### src/verilog/ioxir_pkg.sv
// constants and types of the i/o expander change-detect, interrupt and reset block
// assumes one 100 MHz system clock; all widths below are shared by the top module

package ioxir_pkg;

	// port geometry
	localparam int unsigned PORT_W  = 8;
	localparam int unsigned PORT_N  = 3;
	localparam int unsigned ALL_W   = PORT_W * PORT_N;

	// serial side
	localparam int unsigned ADDR_W  = 7;
	localparam int unsigned CNT_W   = 4;
	localparam int unsigned IDX_W   = 2;
	localparam int unsigned BLANK_W = 4;

	localparam logic [CNT_W-1:0]   BITS_PER_BYTE = 4'h8;
	localparam logic [CNT_W-1:0]   CNT_ZERO      = 4'h0;
	localparam logic [IDX_W-1:0]   FIRST_BYTE    = 2'h0;
	localparam logic [IDX_W-1:0]   LAST_BYTE     = 2'h2;
	localparam logic [ADDR_W-1:0]  ADDR_DEFAULT  = 7'h20;

	// reset values: every line released high on its weak pull-up
	localparam logic [ALL_W-1:0]   LATCH_RST     = 24'hFFFFFF;
	localparam logic [ALL_W-1:0]   OE_RST        = 24'h000000;
	localparam logic [PORT_W-1:0]  BYTE_RST      = 8'h00;

	// cycles of blanking after a clear while written lines settle
	localparam logic [BLANK_W-1:0] SETTLE_DEFAULT = 4'h4;
	localparam logic [BLANK_W-1:0] BLANK_ZERO     = 4'h0;

	// serial slave states
	typedef enum logic [2:0] {
		ST_IDLE,
		ST_ADDR,
		ST_ACK_ADDR,
		ST_WRITE,
		ST_ACK_WRITE,
		ST_READ,
		ST_ACK_READ
	} ioxir_state_t;

endpackage

### src/verilog/ioxir_top.sv
// 24-line quasi-bidirectional expander core: serial slave, port latches,
// change detection and the open-drain interrupt
// assumes scl, sda, the reset pin and the port lines are asynchronous pins;
// open-drain and two-way pins are resolved outside from out and oe
//
// How it works
// - on internal reset release, port latches and serial slave return to defaults.
// - interrupt leaves on an open-drain pin the master can sense.
// - any rising or falling port input edge pulls the interrupt low.
// - interrupt withdraws when port inputs return to their earlier value.
// - a read from or a write to this device withdraws the interrupt.
// - in writes, interrupt released by the port-update strobe at the latest.
// - in reads, interrupt released at the port-sample strobe.
// - port changes during interrupt clearing may go undetected.
// - after clearing completes, every port change raises the interrupt again.
// - while the reset pin is low, latches and slave stay at defaults.
// - after any reset every line is weakly high, usable as input.
// - each written byte reaches its lines only after its acknowledge.

`timescale 1ns/10ps
`default_nettype none

module ioxir_top #(
	parameter logic [ioxir_pkg::ADDR_W-1:0]  SLAVE_ADDR    = ioxir_pkg::ADDR_DEFAULT,
	parameter logic [ioxir_pkg::BLANK_W-1:0] SETTLE_CYCLES = ioxir_pkg::SETTLE_DEFAULT
) (
	// clock and resets
	input  wire logic                         clk_in,
	input  wire logic                         reset_in,
	input  wire logic                         reset_n_in,
	// serial bus
	input  wire logic                         scl_in,
	input  wire logic                         sda_in,
	output logic                              sda_out,
	output logic                              sda_oe_out,
	// interrupt, open drain
	output logic                              int_out,
	output logic                              int_oe_out,
	// port lines
	input  wire logic [ioxir_pkg::PORT_W-1:0] port_a_lines_in,
	output logic      [ioxir_pkg::PORT_W-1:0] port_a_lines_out,
	output logic      [ioxir_pkg::PORT_W-1:0] port_a_lines_oe_out,
	input  wire logic [ioxir_pkg::PORT_W-1:0] port_b_lines_in,
	output logic      [ioxir_pkg::PORT_W-1:0] port_b_lines_out,
	output logic      [ioxir_pkg::PORT_W-1:0] port_b_lines_oe_out,
	input  wire logic [ioxir_pkg::PORT_W-1:0] port_c_lines_in,
	output logic      [ioxir_pkg::PORT_W-1:0] port_c_lines_out,
	output logic      [ioxir_pkg::PORT_W-1:0] port_c_lines_oe_out
);

	import ioxir_pkg::*;

	// byte of the 24-line vector, byte 0 is port a
	function automatic logic [PORT_W-1:0] get_byte(input logic [ALL_W-1:0] vec,
	                                               input logic [IDX_W-1:0] idx);
		get_byte = vec[idx*PORT_W +: PORT_W];
	endfunction

	// byte index wraps after the third byte, so later triplets overwrite
	function automatic logic [IDX_W-1:0] next_idx(input logic [IDX_W-1:0] idx);
		if (idx == LAST_BYTE) begin
			next_idx = FIRST_BYTE;
		end else begin
			next_idx = idx + 2'h1;
		end
	endfunction

	// synchronisers
	logic [ALL_W-1:0]  pins_s1_r;
	logic [ALL_W-1:0]  pins_s2_r;
	logic              scl_s1_r;
	logic              scl_s2_r;
	logic              scl_d_r;
	logic              sda_s1_r;
	logic              sda_s2_r;
	logic              sda_d_r;
	logic              rstn_s1_r;
	logic              rstn_s2_r;

	// slave and port state
	ioxir_state_t      state_r;
	ioxir_state_t      state_nxt;
	logic [CNT_W-1:0]  cnt_r;
	logic [CNT_W-1:0]  cnt_nxt;
	logic [IDX_W-1:0]  idx_r;
	logic [IDX_W-1:0]  idx_nxt;
	logic [PORT_W-1:0] shreg_r;
	logic [PORT_W-1:0] shreg_nxt;
	logic              nack_r;
	logic              nack_nxt;
	logic              sda_oe_r;
	logic              sda_oe_nxt;
	logic [ALL_W-1:0]  latch_r;
	logic [ALL_W-1:0]  latch_nxt;
	logic [ALL_W-1:0]  oe_r;
	logic [ALL_W-1:0]  oe_nxt;
	logic [ALL_W-1:0]  ref_r;
	logic [ALL_W-1:0]  ref_nxt;
	logic [BLANK_W-1:0] blank_r;
	logic [BLANK_W-1:0] blank_nxt;
	logic              int_r;
	logic              int_nxt;
	logic              zero_r;

	// decoded events
	logic              rst;
	logic              scl_rise;
	logic              scl_fall;
	logic              bus_start;
	logic              bus_stop;
	logic              clear;
	logic [PORT_W-1:0] rd_byte;
	logic [PORT_W-1:0] wr_byte;

	// two flops on every pin before any logic looks at it
	always_ff @(posedge clk_in) begin
		pins_s1_r <= {port_c_lines_in, port_b_lines_in, port_a_lines_in};
		pins_s2_r <= pins_s1_r;
		scl_s1_r  <= scl_in;
		scl_s2_r  <= scl_s1_r;
		scl_d_r   <= scl_s2_r;
		sda_s1_r  <= sda_in;
		sda_s2_r  <= sda_s1_r;
		sda_d_r   <= sda_s2_r;
		if (reset_in) begin
			rstn_s1_r <= 1'b0;
			rstn_s2_r <= 1'b0;
		end else begin
			rstn_s1_r <= reset_n_in;
			rstn_s2_r <= rstn_s1_r;
		end
	end

	// the pin reset holds everything until it has been seen high twice
	assign rst       = reset_in | ~rstn_s2_r;
	assign scl_rise  = scl_s2_r & ~scl_d_r;
	assign scl_fall  = ~scl_s2_r & scl_d_r;
	assign bus_start = scl_s2_r & scl_d_r & sda_d_r & ~sda_s2_r;
	assign bus_stop  = scl_s2_r & scl_d_r & ~sda_d_r & sda_s2_r;
	assign rd_byte   = get_byte(pins_s2_r, idx_r);
	assign wr_byte   = shreg_r;

	always_comb begin
		state_nxt  = state_r;
		cnt_nxt    = cnt_r;
		idx_nxt    = idx_r;
		shreg_nxt  = shreg_r;
		nack_nxt   = nack_r;
		sda_oe_nxt = sda_oe_r;
		latch_nxt  = latch_r;
		oe_nxt     = oe_r;
		ref_nxt    = ref_r;
		blank_nxt  = blank_r;
		int_nxt    = int_r;
		clear      = 1'b0;

		if (bus_start) begin
			state_nxt  = ST_ADDR;
			cnt_nxt    = CNT_ZERO;
			idx_nxt    = FIRST_BYTE;
			sda_oe_nxt = 1'b0;
		end else if (bus_stop) begin
			state_nxt  = ST_IDLE;
			sda_oe_nxt = 1'b0;
		end else begin
			// data is taken while scl is high
			if (scl_rise) begin
				unique case (state_r)
					ST_ADDR, ST_WRITE: begin
						shreg_nxt = {shreg_r[PORT_W-2:0], sda_s2_r};
						cnt_nxt   = cnt_r + 4'h1;
					end
					ST_READ: begin
						cnt_nxt = cnt_r + 4'h1;
					end
					ST_ACK_READ: begin
						nack_nxt = sda_s2_r;
					end
					ST_IDLE, ST_ACK_ADDR, ST_ACK_WRITE: begin
					end
				endcase
			end
			// sda only moves while scl is low, so no false start or stop
			if (scl_fall) begin
				unique case (state_r)
					ST_IDLE: begin
					end
					ST_ADDR: begin
						if (cnt_r == BITS_PER_BYTE) begin
							if (shreg_r[PORT_W-1:1] == SLAVE_ADDR) begin
								state_nxt  = ST_ACK_ADDR;
								sda_oe_nxt = 1'b1;
							end else begin
								state_nxt = ST_IDLE;
							end
						end
					end
					ST_ACK_ADDR: begin
						cnt_nxt = CNT_ZERO;
						if (shreg_r[0]) begin
							// port-sample strobe for the first byte
							state_nxt  = ST_READ;
							shreg_nxt  = rd_byte;
							sda_oe_nxt = ~rd_byte[PORT_W-1];
							idx_nxt    = next_idx(idx_r);
							clear      = 1'b1;
						end else begin
							state_nxt  = ST_WRITE;
							sda_oe_nxt = 1'b0;
						end
					end
					ST_WRITE: begin
						if (cnt_r == BITS_PER_BYTE) begin
							state_nxt  = ST_ACK_WRITE;
							sda_oe_nxt = 1'b1;
						end
					end
					ST_ACK_WRITE: begin
						// port-update strobe: byte reaches its lines after its acknowledge
						state_nxt  = ST_WRITE;
						cnt_nxt    = CNT_ZERO;
						sda_oe_nxt = 1'b0;
						latch_nxt[idx_r*PORT_W +: PORT_W] = wr_byte;
						oe_nxt[idx_r*PORT_W +: PORT_W]    = ~wr_byte;
						idx_nxt    = next_idx(idx_r);
						clear      = 1'b1;
					end
					ST_READ: begin
						if (cnt_r == BITS_PER_BYTE) begin
							state_nxt  = ST_ACK_READ;
							sda_oe_nxt = 1'b0;
						end else begin
							shreg_nxt  = {shreg_r[PORT_W-2:0], 1'b0};
							sda_oe_nxt = ~shreg_r[PORT_W-2];
						end
					end
					ST_ACK_READ: begin
						// a nack ends the read; the master then sends stop
						if (nack_r) begin
							state_nxt = ST_IDLE;
						end else begin
							state_nxt  = ST_READ;
							cnt_nxt    = CNT_ZERO;
							shreg_nxt  = rd_byte;
							sda_oe_nxt = ~rd_byte[PORT_W-1];
							idx_nxt    = next_idx(idx_r);
							clear      = 1'b1;
						end
					end
				endcase
			end
		end

		// change detection; the snapshot tracks the lines while a clear settles,
		// trading missed edges in that window for no self-inflicted interrupt
		if (clear) begin
			blank_nxt = SETTLE_CYCLES;
			ref_nxt   = pins_s2_r;
			int_nxt   = 1'b0;
		end else if (blank_r != BLANK_ZERO) begin
			blank_nxt = blank_r - 4'h1;
			ref_nxt   = pins_s2_r;
			int_nxt   = 1'b0;
		end else begin
			int_nxt = (pins_s2_r != ref_r);
		end
	end

	always_ff @(posedge clk_in) begin
		if (rst) begin
			state_r  <= ST_IDLE;
			cnt_r    <= CNT_ZERO;
			idx_r    <= FIRST_BYTE;
			shreg_r  <= BYTE_RST;
			nack_r   <= 1'b0;
			sda_oe_r <= 1'b0;
			latch_r  <= LATCH_RST;
			oe_r     <= OE_RST;
			ref_r    <= LATCH_RST;
			blank_r  <= SETTLE_CYCLES;
			int_r    <= 1'b0;
			zero_r   <= 1'b0;
		end else begin
			state_r  <= state_nxt;
			cnt_r    <= cnt_nxt;
			idx_r    <= idx_nxt;
			shreg_r  <= shreg_nxt;
			nack_r   <= nack_nxt;
			sda_oe_r <= sda_oe_nxt;
			latch_r  <= latch_nxt;
			oe_r     <= oe_nxt;
			ref_r    <= ref_nxt;
			blank_r  <= blank_nxt;
			int_r    <= int_nxt;
			zero_r   <= 1'b0;
		end
	end

	// open drain: the pin is only ever pulled low
	assign sda_out             = zero_r;
	assign sda_oe_out          = sda_oe_r;
	assign int_out             = zero_r;
	assign int_oe_out          = int_r;
	assign port_a_lines_out    = latch_r[0 +: PORT_W];
	assign port_a_lines_oe_out = oe_r[0 +: PORT_W];
	assign port_b_lines_out    = latch_r[PORT_W +: PORT_W];
	assign port_b_lines_oe_out = oe_r[PORT_W +: PORT_W];
	assign port_c_lines_out    = latch_r[2*PORT_W +: PORT_W];
	assign port_c_lines_oe_out = oe_r[2*PORT_W +: PORT_W];

endmodule

`default_nettype wire

### config.mk
export PLATFORM = sky130hd
export DESIGN_NAME = ioxir_top
export DESIGN_NICKNAME = d
export VERILOG_FILES = /design/src/verilog/ioxir_pkg.sv /design/src/verilog/ioxir_top.sv
export SDC_FILE = /design/constraint.sdc
export NUM_CORES = 1
export LEC_CHECK = 0
export ABC_AREA = 1
export BUFFER_PORTS_ARGS = -buffer_cell sky130_fd_sc_hd__clkbuf_2
export CAP_MARGIN = 25
export CORE_AREA = 2 2 114 116
export DETAILED_ROUTE_END_ITERATION = 10
export DIE_AREA = 0 0 116 118
export GPL_ROUTABILITY_DRIVEN = 0
export PLACE_DENSITY_LB_ADDON = 0.05
export SLEW_MARGIN = 20
export SYNTH_ARGS = -nofsm -noshare
export SYNTH_HDL_FRONTEND = slang
export SYNTH_SLANG_ARGS = --single-unit
### constraint.sdc
create_clock -name clk_in -period 1.8 [get_ports clk_in]
set_input_delay 0.36 -clock clk_in [delete_from_list [all_inputs] [get_ports clk_in]]
set_output_delay 0.36 -clock clk_in [all_outputs]
set_load 0.005 [all_outputs]
After elaboration in Yosys (flattened, before gate mapping)
Index checks and enable logic that the tools add are counted.
{ "word_totals": {"reg_bits": 152, "output_inout_bits": 52, "input_bits": 29, "elab_cells": 130} }
{ "op_classes": {"n_mux": 43, "bitwise": 18, "reduce_logical": 20, "eq_ne": 19, "shifts": 4, "n_addsub": 4} }
{ "op_table": {"columns": ["op", "n"], "rows": [
  ["8-bit by 34-bit indexed part select with 24-bit output", 2],
  ["24-bit bitwise mux", 2],
  ["24-bit 2-to-1 mux", 2],
  ["8-bit 2-to-1 mux", 6],
  ["5-bit negation with 34-bit output", 1],
  ["8-bit by 34-bit variable shift with 24-bit output (first input constant)", 1],
  ["24-bit != test", 1],
  ["8-bit one-hot mux with 3 select lines", 1],
  ["24-bit by 6-bit indexed part select with 8-bit output", 1],
  ["3-bit one-hot mux with 6 select lines", 1],
  ["4-bit 2-to-1 mux", 4],
  ["3-bit 2-to-1 mux", 5],
  ["5-bit AND reduction", 3],
  ["1-bit 2-to-1 mux", 14],
  ["2-bit != test (second input constant)", 6],
  ["4-bit != test (second input constant)", 3],
  ["3-bit equality test (second input constant)", 3],
  ["1-bit inverter", 9],
  ["3-bit OR reduction", 3],
  ["2-bit 2-to-1 mux", 4],
  ["8-bit inverter", 1],
  ["4-bit one-hot mux with 2 select lines", 1],
  ["4-bit AND reduction", 2],
  ["8-bit nonzero test", 1],
  ["20 further kinds", 31]
]} }

Depth between registers and ports, before layout
Gate-level depths: netlist of run 1.
{ "depth": {"word_depth": 7, "mapped_depth": 10, "ltp_nobuf": 9} }

Worst setup path after synthesis of run 1
OpenSTA, ideal clock, no wires.
{ "synth_path": {"path_kind": "reg2reg", "start": "register idx_r[0]", "end": "register oe_r[4]", "required_time_ps": 1730, "t_arrival_ps": 1878, "n_path_buf": 3, "stages_incl_launch_ff": 9, "setup_slack_ps": -149, "setup_time_ps": 70, "path_cell_list": "dfxtp_1 clkinv_1 buf_2 ha_1 buf_2 nor3_2 buf_4 nand3b_1 a21oi_1"} }
{ "synth_via": {"elab_chain_len": 3, "word_cells_on_any_way": 4, "cone_classes": "add/sub (1); shift (2); mux (1)"} }
{ "synth_lines": {"columns": ["element", "line", "text"], "rows": [
  ["start: declaration", "ioxir_top.sv:85", "logic [IDX_W-1:0] idx_r;"],
  ["start signal: assignment", "ioxir_top.sv:286", "idx_r <= idx_nxt;"],
  ["5-bit negation with 34-bit output *", "ioxir_top.sv:224", "oe_nxt[idx_r*PORT_W +: PORT_W] = ~wr_byte;"],
  ["8-bit by 34-bit indexed part select with 24-bit output or 8-bit by 34-bit variable shift with 24-bit output (tied branches)", "ioxir_top.sv:224", null],
  ["24-bit bitwise mux *", "ioxir_top.sv:224", null],
  ["end signal: assignment", "ioxir_top.sv:291", "oe_r <= oe_nxt;"],
  ["end: declaration", "ioxir_top.sv:95", "logic [ALL_W-1:0] oe_r;"]
]} }
Mark *: on every way between the ends. The rest lies on a longest branch, timed or not.
A chain may end at the register's enable or synchronous reset.

Worst setup path in the final report of run 1
{ "layout_path": {"start": "register idx_r[0]", "end": "register latch_r[14]"} }
{ "layout_via": {"elab_chain_len": 3, "word_cells_on_any_way": 4, "cone_classes": "add/sub (1); shift (2); mux (1)"} }
{ "layout_lines": {"columns": ["element", "line", "text"], "rows": [
  ["5-bit negation with 34-bit output *", "ioxir_top.sv:223", "latch_nxt[idx_r*PORT_W +: PORT_W] = wr_byte;"],
  ["8-bit by 34-bit indexed part select with 24-bit output or 8-bit by 34-bit variable shift with 24-bit output (tied branches)", "ioxir_top.sv:223", null],
  ["24-bit bitwise mux *", "ioxir_top.sv:223", null],
  ["end signal: assignment", "ioxir_top.sv:290", "latch_r <= latch_nxt;"],
  ["end: declaration", "ioxir_top.sv:93", "logic [ALL_W-1:0] latch_r;"]
]} }
Marked as above.

==> summary.md, run 1 <==
| Metric | Value |
|---|---|
| Relative slew slack | 0.663 |
| DRC errors left | 0 |
| Die Ht | 118 µm |
| Yosys top cell area share | 0.482 |
| Via count | 5,501 |
| Final Power | 7.64 mW |
| CTS root buf | clkbuf_16 |
| Final setup viols | 0 |
| Die area | 0.0137 mm² |
| 1st-iter DRT viols | 279 |
| I/O Pins | 81 |
| Static Leak | 3.41 nW |
| Most common cell in the netlist | nand2_1 |
| Critical Path Source Type | flip-flop |
| Unrepaired setup endpoints after global routing | no |
| Final Skew | 0.00710 ns |
| Hold Violations, Final | 0 |
| Distinct cells, synth | 39 |
| Global Route Usage Sum | 0.227 |
| Worst-Skew Late Latency | 0.43 ns |
| Max Slew Vio Count | 0 |
| Ant. Diodes | 0 |
| Num CTS Buffers | 17 |
| Minimum clock period | 1.61 ns |
| Routed Antenna Nets | 0 |
| Initial antenna violation count | 0 |
| Post-Place Cell Area | 0.00690 mm² |
| CP Launch Point | idx_r[0] |
| Largest net degree at the start of global routing | 43 |
| Ratio of final minimum period to clock period | 0.894 |
| Netlist Area Pre-Place | 0.00631 mm² |
| CP required | 2.18 ns |
| Yosys synthesis warning count | 0 |
| Avg Inst Size Synth | 7.73 µm² |
| Clk buf depth | 2 |
| Layout fillers | 1,151 |
| CTS tree | done |
| Gate Count Post-Synth | 817 |
| Final instance area | 0.00756 mm² |
| Vias in the first global route | 5,270 |
| Ys async rst share | 0 |
| Worst R2R Setup Slack | 0.19 ns |
| Max IR drop VDD | 0.975 mV |
| Starting Density | 0.509 |
| Worst min path class | in2reg |
| Max-cap viol count | 0 |
| Worst-path clk slew | 0.06 ns |
| Worst r2r src | idx_r[0] |
| Hold Startpoint | port_a_lines_in[1] |
| Max frequency | 621 MHz |
| Total Wirelength | 14,900 µm |
| Layout Nets | 943 |
| Setup TNS Final | 0 ns |
| Sequential area share after synthesis | 0.482 |
| Area Growth Syn to Fin | 19.8% |
| First-pass GRT wire length | 24,600 µm |
| H-tree Lvls | 4 |
| Crit path DAT | 1.99 ns |
| Synth Flop Type | dfxtp_1 |
| Pwr/cell area | 1010 mW/mm² |
| CP max FO | 21 |
| Core Rows | 41 |
| Top post-synthesis cells by area | dfxtp_1 48%, nand2_1 13%, nand3_1 8.3%, a21oi_1 4.7%, inv_1 3.7% |
| Crit path kind | reg2reg |
| Synth Register Bits | 152 |
| Endpoint class of the critical path | flip-flop |
| Reg2reg end | latch_r[14] |
| CP endpoint | latch_r[14] |
| Synth top cells by count | 212 x nand2_1, 152 x dfxtp_1, 105 x nand3_1, 63 x inv_1, 60 x nor2_1 |
| Number of flops mapped to enable cells by yosys | 0 |
| Vias per cell | 5.06 |
| Post-DP HPWL | 10,500 µm |
| Layout cells sized above 1 | 0.207 |
| Hold Buf Count CTS | 0 |
| Slew @ Worst Pin | 0.506 ns |
| Area leader, netlist | dfxtp_1 |
| Port buffer count | 78 |
| Wire per inst | 13.7 µm |
| Core ar. | 0.0124 mm² |
| Clock sinks | 152 |
| Die Span X | 116 µm |
| R2R depth | 8 |
| Status | finished, final reports clean |
| DR pass1 iterations | 6 |
| Overflow after GRT | 0 |
## critical path, cell delays in order (launching register included)
cell     delay (ns)
dfxtp_2        0.34
buf_4          0.27
ha_1           0.19
inv_1          0.08
nor2_8         0.18
nand3_1        0.20
inv_1          0.18
nand2_1        0.07
nand2_1        0.05
## per-stage QoR
step	setup WS, ns	hold WS, ns	utilization	cells
final	0.190	0.0271	0.609	1088
after global routing	0.0476	0.0109	0.609	1088
after CTS	0.113	0.00778	0.609	1088
after detailed placement	0.131	0.312	0.556	1056
after global placement	0.189	0.310	0.556	1056
after floorplan	0.0116	0.310	-	818
## metal layers
metal / part of all wire / vias up / track usage
met5: 0 / - / 0
met1: 0.42 / 2520 / 0.264
met3: 0.046 / 32 / 0.0587
met2: 0.50 / 141 / 0.386
met4: 0.026 / 0 / 0.108
li1: - / 2808 / -
## repair_timing
item,4_1_cts,5_1_grt
setup endpoints to repair,0,14
resized for setup,0,2
buffers inserted,0,0
## worst min path at each step
stage,endpoint,depth (start not counted)
2_1_floorplan,pins_s2_r[0],0
3_3_place_gp,scl_s2_r,0
3_5_place_dp,pins_s2_r[2],0
4_1_cts,pins_s1_r[1],1
5_1_grt,pins_s1_r[16],1
6_report,pins_s1_r[1],1
## report_power, final
group / switching (mW) / leakage (nW) / internal (mW)
Combinational: 0.120 / 1.85 / 0.0826
Sequential: 0.0494 / 1.25 / 3.44
Clock: 1.44 / 0.314 / 2.51
## sequential cells by signal (all words and copies together), names as in the netlist, 2 cells and up
name and flops:
latch_r 24, oe_r 24, ref_r 24, shreg_r 8
pins_s2_r 24, idx_r 2, blank_r 4, pins_s1_r 24
cnt_r 4, state_r 3
## logic make-up after synthesis
| family | synth area share |
|---|---|
| and+or+nand+nor | 0.316 |
| DFF | 0.482 |
| buffers and inverters | 0.0816 |
| AOI/OAI and AO/OA | 0.0813 |
| xor gates and xnor gates | 0.0166 |
| adders and majority gates | 0.0218 |
| other | 0.000594 |
## layout by cell type, fill, tap and decap left out, types with 2 or more instances in the layout
cell type / count
bufinv_16: 5
nor2_8: 2
clkinvlp_4: 3
clkbuf_16: 17
clkinv_2: 4
ha_1: 11
o31ai_1: 4
inv_4: 2
inv_2: 10
nand2_2: 13
nand2_1: 212
o21ai_0: 25
conb_1: 2
xor2_1: 12
nand3_1: 105
a21oi_1: 59
buf_4: 25
nor2_4: 3
inv_1: 62
nand3_2: 12
dfxtp_2: 2
nand4_1: 9
nor2_1: 59
clkinv_4: 2
nor3_1: 10
clkbuf_2: 78
dfxtp_1: 150
o21ai_1: 3
## final cells by class
cell class / count / area [µm²] / area share
Sequential cell: 152 / 3050 / 0.403
Multi-Input combinational cell: 553 / 2770 / 0.367
Timing Repair Buffer: 103 / 578 / 0.0764
Clock buffer: 18 / 439 / 0.0581
Inverter: 76 / 293 / 0.0387
Clock inverter: 14 / 220 / 0.0291
Tap cell: 172 / 215 / 0.0285
Power figures use the tool's default switching activity.
==> run 2: changes to the inputs <==
CORE_AREA = 2 2 110 112   (was 2 2 114 116)
DIE_AREA = 0 0 112 114   (was 0 0 116 118)
clock period = 1.95 ns   (was 1.8 ns; I/O delays follow)
==> run 2 against run 1 <==
Via count decreased by 0.22%. Setup slack improved by 0.0076 ns. Total power decreased by 10%. Cell count decreased by 3.2%. Clock-buffer cell count decreased by 1. Non-clock buffer count decreased by 9. Critical endpoint is now shreg_r[1]. Sequential cell count unchanged. Core utilization increased by 2.5 points. Largest cell class unchanged. Wire length decreased by 1.6%.
==> summary.md, run 2 (synthesis gave the netlist of run 1 again) <==
| Metric | Value |
|---|---|
| Status | finished, final reports clean |
| Post-DP HPWL | 10,300 µm |
| Crit path kind | reg2reg |
| DRC errors left | 0 |
| Num CTS Buffers | 17 |
| M2 GR Usage | 0.408 |
| Worst-path clk slew | 0.06 ns |
| Hold Buf Count CTS | 0 |
| CTS tree | done |
| Crit path DAT | 2.10 ns |
| Core ar. | 0.0117 mm² |
| Die area | 0.0128 mm² |
| Met1 usage | 0.277 |
| Largest net degree at the start of global routing | 43 |
| I/O Pins | 81 |
| Setup TNS Final | 0 ns |
| Core Rows | 40 |
| Overflow after GRT | 0 |
| Cell Count, Final, Fillers Out | 1,053 |
| Worst min path class | in2reg |
| Final setup viols | 0 |
| DR pass1 iterations | 5 |
| Initial antenna violation count | 0 |
| Max IR drop VDD | 0.678 mV |
| Routed Antenna Nets | 0 |
| Met3 Use GR | 0.0558 |
| Die Span X | 112 µm |
| CP required | 2.30 ns |
| Pre-CTS setup slack | 0.145 ns |
| H-tree Lvls | 4 |
| Register area | 0.00304 mm² |
| CP max FO | 6 |
| Starting Density | 0.539 |
| Minimum clock period | 1.75 ns |
| Layer carrying the most global-route usage | met2 |
| Layout fillers | 1,055 |
| Critical Path Source Type | flip-flop |
| Worst-Skew Late Latency | 0.43 ns |
| Pwr/cell area | 924 mW/mm² |
| Port buffer count | 78 |
| 1st-iter DRT viols | 367 |
| Max-cap viol count | 0 |
| Die Ht | 114 µm |
| Layout Nets | 934 |
| Layout cells sized above 1 | 0.194 |
| Via count | 5,489 |
| Endpoint class of the critical path | flip-flop |
| CTS root buf | clkbuf_16 |
| Wire per inst | 13.9 µm |
| Ant. Diodes | 0 |
| Final WS setup | 0.198 ns |
| Vias per cell | 5.21 |
| Static Leak | 3.34 nW |
| Max frequency | 571 MHz |
| Final Skew | 0.00471 ns |
| Post-Place Cells | 1,022 |
| Most common cell after layout, fill and taps aside | nand2_1 |
| Hold Violations, Final | 0 |
| Global Route Usage Sum | 0.236 |
| Unrepaired setup endpoints after global routing | no |
| Clk buf depth | 2 |
| Vias in the first global route | 5,046 |
| First-pass GRT wire length | 23,900 µm |
| Max Slew Vio Count | 0 |
| Area of the multi-input gates | 0.00277 mm² |
| Most frequent cells in the layout | 212 x nand2_1, 151 x dfxtp_1, 105 x nand3_1 |
| Core Util, Final | 0.635 |
| Clock sinks | 152 |
| Area Growth Syn to Fin | 17.7% |
| Total Wirelength | 14,600 µm |
| Ratio of final minimum period to clock period | 0.899 |
## run 2: cell types whose count changed in the layout (fill, tap and decap cells not counted), sizes merged
cell,previous run,this run
clkinv,6,2
clkbuf,96,95
clkinvlp,3,5
bufinv,5,4
buf,25,16
inv,76,79
## run 2: power breakdown
part           switching (mW)  internal [mW]
clock network            1.31           2.14
registers              0.0465           3.18
logic                   0.108         0.0769
## run 2: layout make-up
type,count,share of cell area
clock inverters,14,0.0266
well taps,147,0.0248
clock buffers,17,0.0572
inverters,76,0.0391
multi-input cells,553,0.372
repair buffers,94,0.0704
flip-flops and latches,152,0.410
## run 2: path summary, 6_finish.rpt
path	cells past startpoint	slack [ns]	to	start
hold reg to reg	0	0.32	pins_s2_r[8]	pins_s1_r[8]
setup reg to reg	9	0.20	shreg_r[1]	cnt_r[0]
setup / recovery	9	0.20	shreg_r[1]	cnt_r[0]
hold / removal	1	0.06	pins_s1_r[14]	port_b_lines_in[6]
## run 2: per-stage QoR
step           hold slack (ns)  power (mW)  area [µm²]
2_1_floorplan            0.310        3.41        6320
3_3_place_gp             0.310        3.47        6800
3_5_place_dp             0.312        3.48        6800
4_1_cts                 0.0528        6.92        7420
5_1_grt                 0.0480        7.09        7430
6_report                0.0625        6.87        7430
## run 2: worst max-delay path: stages (launching register included)
cell	delay (ns)
dfxtp_1	0.35
inv_1	0.08
ha_1	0.19
nand3_1	0.21
inv_1	0.11
nor2_1	0.33
nand2_1	0.12
nand2_1	0.10
nand2_1	0.05
a21oi_1	0.14
## run 2: timing repair
item / in CTS / in global routing
gates resized for setup: 0 / 3
setup endpoints to repair: 0 / 4
setup buffers: 0 / 0
## run 2: routing by layer
layer  routed length (µm)  share of wire
met3                  719          0.049
met2                 7230           0.49
met1                 6190           0.42
met4                  498          0.034
met5                    0              0
==> run 3: changes to the inputs <==
CELL_PAD_IN_SITES_DETAIL_PLACEMENT = 1   (was default)
CELL_PAD_IN_SITES_GLOBAL_PLACEMENT = 1   (was default)
CORE_AREA = 2 2 122 124   (was 2 2 110 112)
DIE_AREA = 0 0 124 126   (was 0 0 112 114)
==> run 3 against run 2 <==
Clock-buffer cell count grew 2. Die area is 22% higher. Cell count up 4.2%. Core utilization down 11 points. Fmax fell by 0.66%. Total power down 5.2%. First-iteration DRC count is 38% lower. Clock power fell by 11%. Critical endpoint is now ref_r[8]. Largest power group is now sequential cells.
==> summary.md, run 3 (synthesis gave the netlist of run 1 again) <==
| Metric | Value |
|---|---|
| Minimum clock period | 1.76 ns |
| I/O Pins | 81 |
| Vias in the first global route | 5,814 |
| Pwr/cell area | 874 mW/mm² |
| Die Span X | 124 µm |
| Initial antenna violation count | 0 |
| Clock sinks | 152 |
| Largest delay contributor family on the critical path | flip-flops |
| Num CTS Buffers | 17 |
| CP most frequent cell | inv_4 |
| Cell Chain, Critical Path | inv_4 -> nor2_8 -> o21ai_2 -> a21oi_4 -> inv_4 -> nand2_8 -> nand2_1 -> nand3_1 |
| Starting Density | 0.441 |
| Crit-path max cell delay | 0.60 ns |
| Hold Buf Count CTS | 0 |
| Vias per cell | 5.08 |
| Most frequent cells in the layout | 212 x nand2_1, 152 x dfxtp_1, 105 x nand3_1 |
| Port buffer count | 78 |
| Clk buf depth | 2 |
| Layout cells sized above 1 | 0.198 |
| DRC errors left | 0 |
| Worst-path clk slew | 0.07 ns |
| Ratio of final minimum period to clock period | 0.905 |
| Static Leak | 3.35 nW |
| Most common cell after layout, fill and taps aside | nand2_1 |
| Global Route Usage Sum | 0.231 |
| Final setup viols | 0 |
| CP max FO | 28 |
| Via count | 5,574 |
| Max Slew Vio Count | 0 |
| Final Skew | 0.00841 ns |
| Crit path DAT | 2.12 ns |
| Die area | 0.0156 mm² |
| Largest net degree at the start of global routing | 43 |
| Ant. Diodes | 0 |
| Core Rows | 44 |
| Crit path kind | reg2reg |
| CTS root buf | clkbuf_16 |
| Max frequency | 567 MHz |
| Layout Nets | 940 |
| Unrepaired setup endpoints after global routing | no |
| Area Growth Syn to Fin | 18.0% |
| Hold Violations, Final | 0 |
| Setup TNS Final | 0 ns |
| Total Wirelength | 17,200 µm |
| CP required | 2.31 ns |
| Max-cap viol count | 0 |
| Max IR drop VDD | 0.646 mV |
| Slowest stage cell, crit path | dfxtp_1 |
| H-tree Lvls | 4 |
| Routed Antenna Nets | 0 |
| DR pass1 iterations | 5 |
| Overflow after GRT | 0 |
| Worst-Skew Late Latency | 0.42 ns |
| Final Power | 6.51 mW |
| Wire per inst | 15.7 µm |
| Worst R2R Setup Slack | 0.19 ns |
| Endpoint class of the critical path | flip-flop |
| Worst min path class | in2reg |
| Core ar. | 0.0143 mm² |
| CTS tree | done |
| Post-DP HPWL | 12,600 µm |
| Die Ht | 126 µm |
| First-pass GRT wire length | 28,300 µm |
| WP buf/inv | 2 |
| Status | finished, final reports clean |
| 1st-iter DRT viols | 227 |
| Critical Path Source Type | flip-flop |
-- run 3: worst paths after layout --
path                   endpoint  cells after the start                from
setup / recovery       ref_r[8]                      8          state_r[2]
hold / removal    pins_s1_r[16]                      1  port_c_lines_in[0]
setup reg to reg       ref_r[8]                      8          state_r[2]
hold reg to reg    pins_s2_r[3]                      0        pins_s1_r[3]
-- run 3: timing repair --
item / CTS / global route
resized for setup: 0 / 1
endpoints found under the setup margin: 0 / 1
buffers inserted: 0 / 0
-- run 3: area by class of cell --
type	instances	area [µm²]
sequential	152	3040
inverter	76	290
multi-input combinational	553	2760
tap	184	230
fill	1819	6870
clock buffer	19	443
timing repair buffer	100	568
clock inverter	13	111
-- run 3: power breakdown --
part | internal (mW) | leakage (nW) | switching (mW)
logic | 0.0769 | 1.83 | 0.116
registers | 3.18 | 1.25 | 0.0486
clock network | 1.70 | 0.271 | 1.39
-- run 3: metal layers --
layer / routed length (µm) / part of all wire / up-vias / track usage
met5: 0 / 0 / - / 0
met4: 186 / 0.011 / 0 / 0.0502
met3: 523 / 0.030 / 17 / 0.0503
met2: 9120 / 0.53 / 95 / 0.430
met1: 7370 / 0.43 / 2669 / 0.266
li1: - / - / 2793 / -
-- run 3: worst register-to-register path, cell delays in order, from the launching register on --
cell,delay [ns]
dfxtp_1,0.60
inv_4,0.11
nor2_8,0.12
o21ai_2,0.10
a21oi_4,0.19
inv_4,0.17
nand2_8,0.24
nand2_1,0.09
nand3_1,0.09
-- run 3: through the flow --
| stage | instances | worst slack, ns | hold slack (ns) | util | area (µm²) |
|---|---|---|---|---|---|
| 2_1_floorplan | 818 | 0.00129 | 0.310 | - | 6320 |
| 3_3_place_gp | 1065 | 0.297 | 0.310 | 0.481 | 6890 |
| 3_5_place_dp | 1065 | 0.203 | 0.313 | 0.481 | 6890 |
| 4_1_cts | 1097 | 0.189 | 0.0516 | 0.520 | 7440 |
| 5_1_grt | 1097 | 0.0586 | 0.0439 | 0.520 | 7450 |
| 6_report | 1097 | 0.186 | 0.0647 | 0.520 | 7450 |
